===== src/shared/tddr_pkg.sv =====
// constants for the test and delay diagnostic register block
package tddr_pkg;
    localparam logic [15:0] TDDR_ADDR_DELAY  = 16'hA072;
    localparam logic [15:0] TDDR_ADDR_TEST   = 16'hA872;
    localparam logic [15:0] TDDR_ADDR_STATUS = 16'hDC72;
    localparam int          TDDR_CNT_W       = 6;
    localparam int          TDDR_FREEZE_BIT  = 6;
    localparam int          TDDR_LOCK_BIT    = 7;
    localparam logic [9:0]  TDDR_TEST_WMASK  = 10'h3FF;
    localparam logic [9:0]  TDDR_TEST_RST    = 10'h000;
    localparam int          TDDR_TDL_BIT     = 8;
    localparam int          TDDR_PLD_BIT     = 2;
    localparam int          TDDR_FIRST_ACCESS_DISABLE_BIT   = 1;
    localparam int          TDDR_LVL_BIT     = 0;
    localparam logic [5:0]  TDDR_CNT_MAX     = 6'h3F;
    localparam logic [5:0]  TDDR_CNT_RST     = 6'h00;
    localparam logic [5:0]  TDDR_MID_LIMIT   = 6'h15;
    localparam logic [5:0]  TDDR_FULL_LIMIT  = 6'h2A;
    localparam logic [1:0]  TDDR_STR_LOW     = 2'h0;
    localparam logic [1:0]  TDDR_STR_MID     = 2'h2;
    localparam logic [1:0]  TDDR_STR_FULL    = 2'h3;
    localparam logic [3:0]  TDDR_CAL_SWEEPS  = 4'h1;
endpackage


===== src/hw/tddr_strength_map.sv =====
// maps a delay count onto the two-bit buffer strength code
`timescale 1ns/1ps
module tddr_strength_map
    import tddr_pkg::*;
(
    // clock and reset
    input  wire logic       clk_i,
    input  wire logic       rstn_i,
    // count in, code out
    input  wire logic [5:0] count_i,
    input  wire logic       hold_i,
    output logic      [1:0] strength_o
);
    typedef struct packed {
        logic [1:0] str;
    } tddr_map_st_t;

    tddr_map_st_t st_ff;
    tddr_map_st_t nxt_st;

    function automatic logic [1:0] tddr_code(input logic [5:0] c);
        if (c < TDDR_MID_LIMIT)
            tddr_code = TDDR_STR_LOW;
        else if (c < TDDR_FULL_LIMIT)
            tddr_code = TDDR_STR_MID;
        else
            tddr_code = TDDR_STR_FULL;
    endfunction

    always_comb
    begin
        nxt_st = st_ff;
        if (!hold_i)
            nxt_st.str = tddr_code(count_i);
    end

    always_ff @(posedge clk_i)
    begin
        if (!rstn_i)
            st_ff <= '0;
        else
            st_ff <= nxt_st;
    end

    assign strength_o = st_ff.str;

    chk_code_never_inv: assert property (@(posedge clk_i) disable iff (!rstn_i)
        st_ff.str != 2'h1) else $error("invalid strength code");
    chk_lock_holds_str: assert property (@(posedge clk_i) disable iff (!rstn_i)
        hold_i |=> $stable(st_ff.str)) else $error("locked strength moved");
endmodule


===== src/hw/tddr_regs.sv =====
// diagnostic delay line, test enable and test status registers
// Function
// - buffer strength follows the six-bit delay count in the delay register.
// - count writes take effect only while the freeze bit is one.
// - test enable at A872H; upper six bits read-only, lower ten writable.
// - secondary revision appears in test enable bits 15-12.
// - mapping register self-test results appear in bits 11 and 10.
// - bits 07-03 are factory test enables for cpu, dma and map ram tests.
// - bit 08 puts the delay line into test mode.
// - pulldown enable activates bus pulldowns during processor or full power down.
// - first-access disable turns first-access page cycles into page-miss cycles.
// - level enable lets the edge/level select take effect, else ignored.
// - read-only test status at DC72H reflects internal state.
// - status bit 15 rises once initial calibration finishes.
// - status bits 14-13 give strength: 00 low, 10 mid, 11 full.
// - remaining status bits show internal test nodes.
// - each refresh cycle steps the delay line one element unless frozen or a delay hit holds it at a count below 3FH.
// - freeze bit 06 stops calibration and holds the count.
// - strength tracks count unless the lock bit holds it.
`timescale 1ns/1ps
module tddr_regs
    import tddr_pkg::*;
#(
    parameter logic [3:0] SEC_REV = 4'h1 // arbitrary value
)
(
    // clock and reset
    input  wire logic        clk_i,
    input  wire logic        rstn_i,
    // i/o port access
    input  wire logic [15:0] io_addr_i,
    input  wire logic [15:0] io_wdata_i,
    input  wire logic        io_wr_i,
    input  wire logic        io_rd_i,
    output logic      [15:0] io_rdata_o,
    // internal events and nodes
    input  wire logic        refresh_i,
    input  wire logic        delay_hit_i,
    input  wire logic        map_test_a_i,
    input  wire logic        map_test_b_i,
    input  wire logic [6:0]  delay_test_nodes_i,
    input  wire logic [4:0]  internal_test_nodes_i,
    input  wire logic        internal_test_node_zero_i,
    input  wire logic        cpu_power_down_i,
    input  wire logic        edge_level_sel_i,
    // controls out
    output logic      [1:0]  strength_o,
    output logic             delay_line_test_en_o,
    output logic      [4:0]  factory_test_o,
    output logic             pulldown_active_o,
    output logic             first_access_disable_o,
    output logic             level_irq_sel_o
);
    typedef struct packed {
        logic [5:0]  count;
        logic        freeze;
        logic        lock;
        logic [9:0]  test;
        logic        cal;
        logic [3:0]  sweeps;
        logic [15:0] rdata;
        logic        pld;
        logic        lvl;
        logic [1:0]  sync_a;
        logic [1:0]  sync_b;
    } tddr_st_t;

    tddr_st_t   st_ff;
    tddr_st_t   nxt_st;
    logic [1:0] str;
    logic       rd_en;

    function automatic logic tddr_hit(input logic [15:0] a,
                                      input logic [15:0] r);
        tddr_hit = (a == r);
    endfunction

    tddr_strength_map u_map (
        .clk_i      (clk_i),
        .rstn_i     (rstn_i),
        .count_i    (st_ff.count),
        .hold_i     (st_ff.lock),
        .strength_o (str)
    );

    assign rd_en = io_rd_i;

    always_comb
    begin
        nxt_st = st_ff;
        // self-test flags arrive from another domain
        nxt_st.sync_a = {st_ff.sync_a[0], map_test_a_i};
        nxt_st.sync_b = {st_ff.sync_b[0], map_test_b_i};
        // calibration stepping per refresh
        if (refresh_i && !st_ff.freeze)
        begin
            if (delay_hit_i)
                nxt_st.count = st_ff.count;
            else
                nxt_st.count = st_ff.count + 6'h01;
            if (st_ff.count == TDDR_CNT_MAX)
            begin
                nxt_st.count = TDDR_CNT_RST;
                if (st_ff.sweeps != TDDR_CAL_SWEEPS)
                    nxt_st.sweeps = st_ff.sweeps + 4'h1;
            end
            if (delay_hit_i || st_ff.sweeps == TDDR_CAL_SWEEPS)
                nxt_st.cal = 1'b1;
        end
        if (io_wr_i && tddr_hit(io_addr_i, TDDR_ADDR_DELAY))
        begin
            nxt_st.lock   = io_wdata_i[TDDR_LOCK_BIT];
            nxt_st.freeze = io_wdata_i[TDDR_FREEZE_BIT];
            if (st_ff.freeze)
                nxt_st.count = io_wdata_i[TDDR_CNT_W-1:0];
        end
        if (io_wr_i && tddr_hit(io_addr_i, TDDR_ADDR_TEST))
            nxt_st.test = io_wdata_i[9:0] & TDDR_TEST_WMASK;
        // status port writes fall through untouched
        nxt_st.pld = st_ff.test[TDDR_PLD_BIT] & cpu_power_down_i;
        nxt_st.lvl = st_ff.test[TDDR_LVL_BIT] & edge_level_sel_i;
        nxt_st.rdata = 16'h0000;
        if (rd_en)
        begin
            unique case (1'b1)
                tddr_hit(io_addr_i, TDDR_ADDR_DELAY):
                    nxt_st.rdata = {8'h00, st_ff.lock, st_ff.freeze,
                                    st_ff.count};
                tddr_hit(io_addr_i, TDDR_ADDR_TEST):
                    nxt_st.rdata = {SEC_REV, st_ff.sync_a[1],
                                    st_ff.sync_b[1], st_ff.test};
                tddr_hit(io_addr_i, TDDR_ADDR_STATUS):
                    nxt_st.rdata = {st_ff.cal, str,
                                    delay_test_nodes_i,
                                    internal_test_nodes_i,
                                    internal_test_node_zero_i};
                default:
                    nxt_st.rdata = 16'h0000;
            endcase
        end
    end

    always_ff @(posedge clk_i)
    begin
        if (!rstn_i)
        begin
            st_ff      <= '0;
            st_ff.test <= TDDR_TEST_RST;
        end
        else
            st_ff <= nxt_st;
    end

    assign io_rdata_o             = st_ff.rdata;
    assign strength_o             = str;
    assign delay_line_test_en_o   = st_ff.test[TDDR_TDL_BIT];
    assign factory_test_o         = st_ff.test[7:3];
    assign pulldown_active_o      = st_ff.pld;
    assign first_access_disable_o = st_ff.test[TDDR_FIRST_ACCESS_DISABLE_BIT];
    assign level_irq_sel_o        = st_ff.lvl;

    chk_frozen_count_hold: assert property (@(posedge clk_i)
        disable iff (!rstn_i)
        st_ff.freeze && !(io_wr_i && tddr_hit(io_addr_i, TDDR_ADDR_DELAY))
        |=> $stable(st_ff.count)) else $error("frozen count moved");
    chk_unfrozen_write_ign: assert property (@(posedge clk_i)
        disable iff (!rstn_i)
        io_wr_i && tddr_hit(io_addr_i, TDDR_ADDR_DELAY) && !st_ff.freeze
        && !refresh_i |=> $stable(st_ff.count))
        else $error("count written while running");
    chk_refresh_step: assert property (@(posedge clk_i) disable iff (!rstn_i)
        refresh_i && !st_ff.freeze && !delay_hit_i && !io_wr_i
        && st_ff.count != TDDR_CNT_MAX
        |=> st_ff.count == $past(st_ff.count) + 6'h01)
        else $error("refresh did not step");
    chk_cal_sticky: assert property (@(posedge clk_i) disable iff (!rstn_i)
        st_ff.cal |=> st_ff.cal) else $error("cal dropped");
    chk_test_ro_upper: assert property (@(posedge clk_i) disable iff (!rstn_i)
        rd_en && tddr_hit(io_addr_i, TDDR_ADDR_TEST)
        |=> io_rdata_o[15:12] == SEC_REV) else $error("bad revision");
    chk_pulldown_gate: assert property (@(posedge clk_i) disable iff (!rstn_i)
        !st_ff.test[TDDR_PLD_BIT] |=> !pulldown_active_o)
        else $error("pulldown without enable");
    chk_level_gate: assert property (@(posedge clk_i) disable iff (!rstn_i)
        !st_ff.test[TDDR_LVL_BIT] |=> !level_irq_sel_o)
        else $error("level select leaked");
    chk_test_write_back: assert property (@(posedge clk_i)
        disable iff (!rstn_i)
        io_wr_i && tddr_hit(io_addr_i, TDDR_ADDR_TEST)
        |=> st_ff.test == $past(io_wdata_i[9:0]))
        else $error("test write lost");
    chk_status_rd_cal: assert property (@(posedge clk_i) disable iff (!rstn_i)
        rd_en && tddr_hit(io_addr_i, TDDR_ADDR_STATUS)
        |=> io_rdata_o[15] == $past(st_ff.cal))
        else $error("status cal wrong");
endmodule


===== config.mk =====
export PLATFORM = sky130hd
export DESIGN_NAME = tddr_regs
export DESIGN_NICKNAME = d
export VERILOG_FILES = /design/src/shared/tddr_pkg.sv /design/src/hw/tddr_strength_map.sv /design/src/hw/tddr_regs.sv
export SDC_FILE = /design/constraint.sdc
export NUM_CORES = 1
export LEC_CHECK = 0
export BUFFER_PORTS_ARGS = -buffer_cell sky130_fd_sc_hd__buf_2
export CORE_MARGIN = 10
export CORE_UTILIZATION = 53
export CTS_CLUSTER_DIAMETER = 40
export DETAILED_ROUTE_END_ITERATION = 8
export PLACE_DENSITY_LB_ADDON = 0.12
export SYNTH_ARGS = -nofsm -noshare
export SYNTH_HDL_FRONTEND = slang
export SYNTH_HIERARCHICAL = 1
export SYNTH_SLANG_ARGS = --single-unit

===== constraint.sdc =====
create_clock -name clk_i -period 2.8 [get_ports clk_i]
set_clock_uncertainty 0.1 [all_clocks]
set_input_delay 0.28 -clock clk_i [delete_from_list [all_inputs] [get_ports clk_i]]
set_output_delay 0.28 -clock clk_i [all_outputs]
set_load 0.1 [all_outputs]

==> flow_summary_export.csv <==
group,metric,value,unit
outcome,status,"completed",
drt,viasPerCell,5.42,
synth,ys.flop_type,"dfxtp_1",
drt,wl_per_cell,16.0,um
global_route,grt-ovfl-total,0,
sta,setup_tns,0,ns
sta,rsz0062_at_grt,"false",
final_layout,num_antenna_cells,0,
synth,avgSynthCellArea,9.39,um^2
floorplan,dieHeight,84.5,um
clock_network,cts-resized-gates,0,
global_route,grt_usage,0.150,
sta,fin_crit_sh,0.718,
setup_path,cp_max_fo,10,
synth,synth_nets,293,
floorplan,ios,82,
sta,min_period,2.01,ns
synth,yosys.area.top_type_share,0.426,
synth,yosysTopAreaCell,"dfxtp_1",
floorplan,start_util,0.548,
sta,relSlewSlack,0.560,
min_path,min_path_cells,2,
synth,synth-edff-count,0,
setup_path,path_buf_inv,1,
clock_network,h-tree-depth,2,
setup_path,cp_cell_sequence,"buf_2 -> nor4b_1 -> nand2_1 -> or4_1 -> mux2i_1 -> nor2b_1",
synth,yosysUniqueCellTypes,41,
sta,hold_viol_final,0,
setup_path,path_depth,6,
placed_design,place_ws,0.469,ns
synth,ys_seq_elements,47,
global_route,grt_first_pass_wirelength,8.96,mm
setup_path,cp.arrival,2.10,ns
setup_path,slowest_stage,"or4_1",
pwr,ir_drop,0.000353,V
synth,syn-cell-area,2210,um^2
drt,ant_nets,0,
setup_path,path_class,"in -> reg",
clock_network,cts.sinks,47,
setup_path,endpoint_kind,"flip-flop",
setup_path,critPathRequiredTime,2.89,ns
pwr,power_leakage,1.21,nW
global_route,grt_pass1_vias,1785,
pwr,p_per_area,450,nW/um^2
sta,finalSetupViolations,0,
drt,first_pass_iters,4,
synth,post-synth-top-count-cell,"dfxtp_1",
floorplan,rows,23,
final_layout,final_cells,340,
clock_network,clock_path_buffers,2,
synth,synth-async-reset-ratio,0,
setup_path,cpPeakStageDelay,0.83,ns
placed_design,portBuffers,75,
clock_network,cts_made_buffers,5,
floorplan,core,4030,um^2
synth,synth_top_cells_by_count,"dfxtp_1, buf_4, nor2_1, nor2b_1, mux2i_1",
placed_design,place_congestion,0.805,
floorplan,die-area,7150,um^2
floorplan,die_w,84.5,um
final_layout,final_layout_size_suffix_gt1_frac,0.307,
clock_network,cts_hold_buf,0,
drt,wl,5.44,mm
drt,drc,0,
clock_network,clk_pin_slew,0.08,ns
setup_path,r2r_cells,6,
drt,drt_iter0_markers,94,
sta,fin_ws,0.790,ns
global_route,antenna_found_initial,0,
placed_design,dp.cells,332,
placed_design,dpl.hpwl,4.12,mm
sta,slew_viol_final,0,
min_path,hp-class,"in -> reg",
synth,ys_seq_area_frac,0.426,
setup_path,critPathTopFamily,"simple AND/OR/NAND/NOR gates",
clock_network,clkLatencyLatePin,0.29,ns
global_route,grt_max_degree,33,
sta,worst_pin_slew,0.660,ns
sta,max_freq,0.497,GHz
clock_network,clockRootBuffer,"clkbuf_8",
setup_path,start_kind,"primary input",
synth,synth_cells,235,
clock_network,post_cts_buffers,0,
final_layout,nets,347,
flow_run,maxCapViolCount,0,
clock_network,cts_tree,"done",
final_layout,syn_to_final_growth,16.0,%
drt,num_vias,1844,
synth,synth_area_leaders,"dfxtp_1, buf_4, mux2i_1, nor2b_1, nor2_1",
synth,yosys_warnings,6,
[where the power goes]
group	switching [mW]	internal [mW]	total (mW)
clock network	0.224	0.176	0.400
registers	0.00400	0.673	0.677
logic	0.0342	0.0412	0.0753
[metrics by stage]
| stage | area (um^2) | total power, mW | util | hold slack (ns) |
|---|---|---|---|---|
| finish | 2560 | 1.15 | 0.636 | 0.0875 |
| global placement | 2470 | 0.767 | 0.614 | 0.314 |
| global route | 2560 | 1.20 | 0.636 | 0.0777 |
| CTS | 2560 | 1.16 | 0.636 | 0.0778 |
| floorplan | 2210 | 0.722 | - | 0.307 |
| detailed placement | 2470 | 0.768 | 0.614 | 0.320 |
[metal layers]
layer | routed length, um | vias up | track usage
li1 | - | 928 | -
met4 | 33 | 0 | 0.0389
met2 | 2480 | 60 | 0.234
met1 | 2450 | 852 | 0.189
met3 | 477 | 4 | 0.0580
met5 | 0 | - | 0
[flip-flops by register name, summed over array words and instances (netlist names), 2 cells and up]
name              cells
io_rdata_o           16
st_ff                18
u_map/strength_o      2
factory_test_o        5
nxt_st                2
[area by class of cell]
class	count	area, um^2
clock buffer	5	68.8
clock inverter	3	18.8
fill	363	1470
inverter	5	18.8
multi-input combinational	151	1050
sequential	47	941
tap	50	62.6
timing repair buffer	79	405
[cell usage in the layout (no fill, tap or decap), drive strengths merged, types with 2 or more instances in the layout]
cell type / instances
dfxtp: 47
a21oi: 5
xor2: 2
a32oi: 8
nand4bb: 2
and3: 6
nor4: 2
ha: 3
clkbuf: 5
inv: 6
clkinv: 2
a22oi: 4
nand2: 7
nand3: 2
nor2b: 17
o21ai: 10
nor2: 20
and4: 2
o21a: 3
or2: 2
xnor2: 3
buf: 79
nand4: 3
or4: 2
and2: 7
a31oi: 2
nand2b: 2
nor3b: 3
nand4b: 2
a22o: 8
mux2i: 15
[worst paths after layout]
kind	startpoint	endpoint	slack (ns)
max	io_addr_i[10]	factory_test_o[1]	0.79
max reg2reg	st_ff[40]	st_ff[24]	0.92
min	map_test_b_i	nxt_st[1]	0.09
min reg2reg	nxt_st[3]	st_ff[3]	0.34
[cell families after synthesis]
kind of cell,count (synthesis),synth area share
AOI/OAI and AO/OA,43,0.144
xor gates and xnor gates,5,0.0198
adders and majority gates,3,0.0170
buffers and inverters,37,0.0998
DFF,47,0.426
muxes,15,0.0680
and+or+nand+nor,85,0.225
Note: power is estimated with default switching activity, not from simulation.
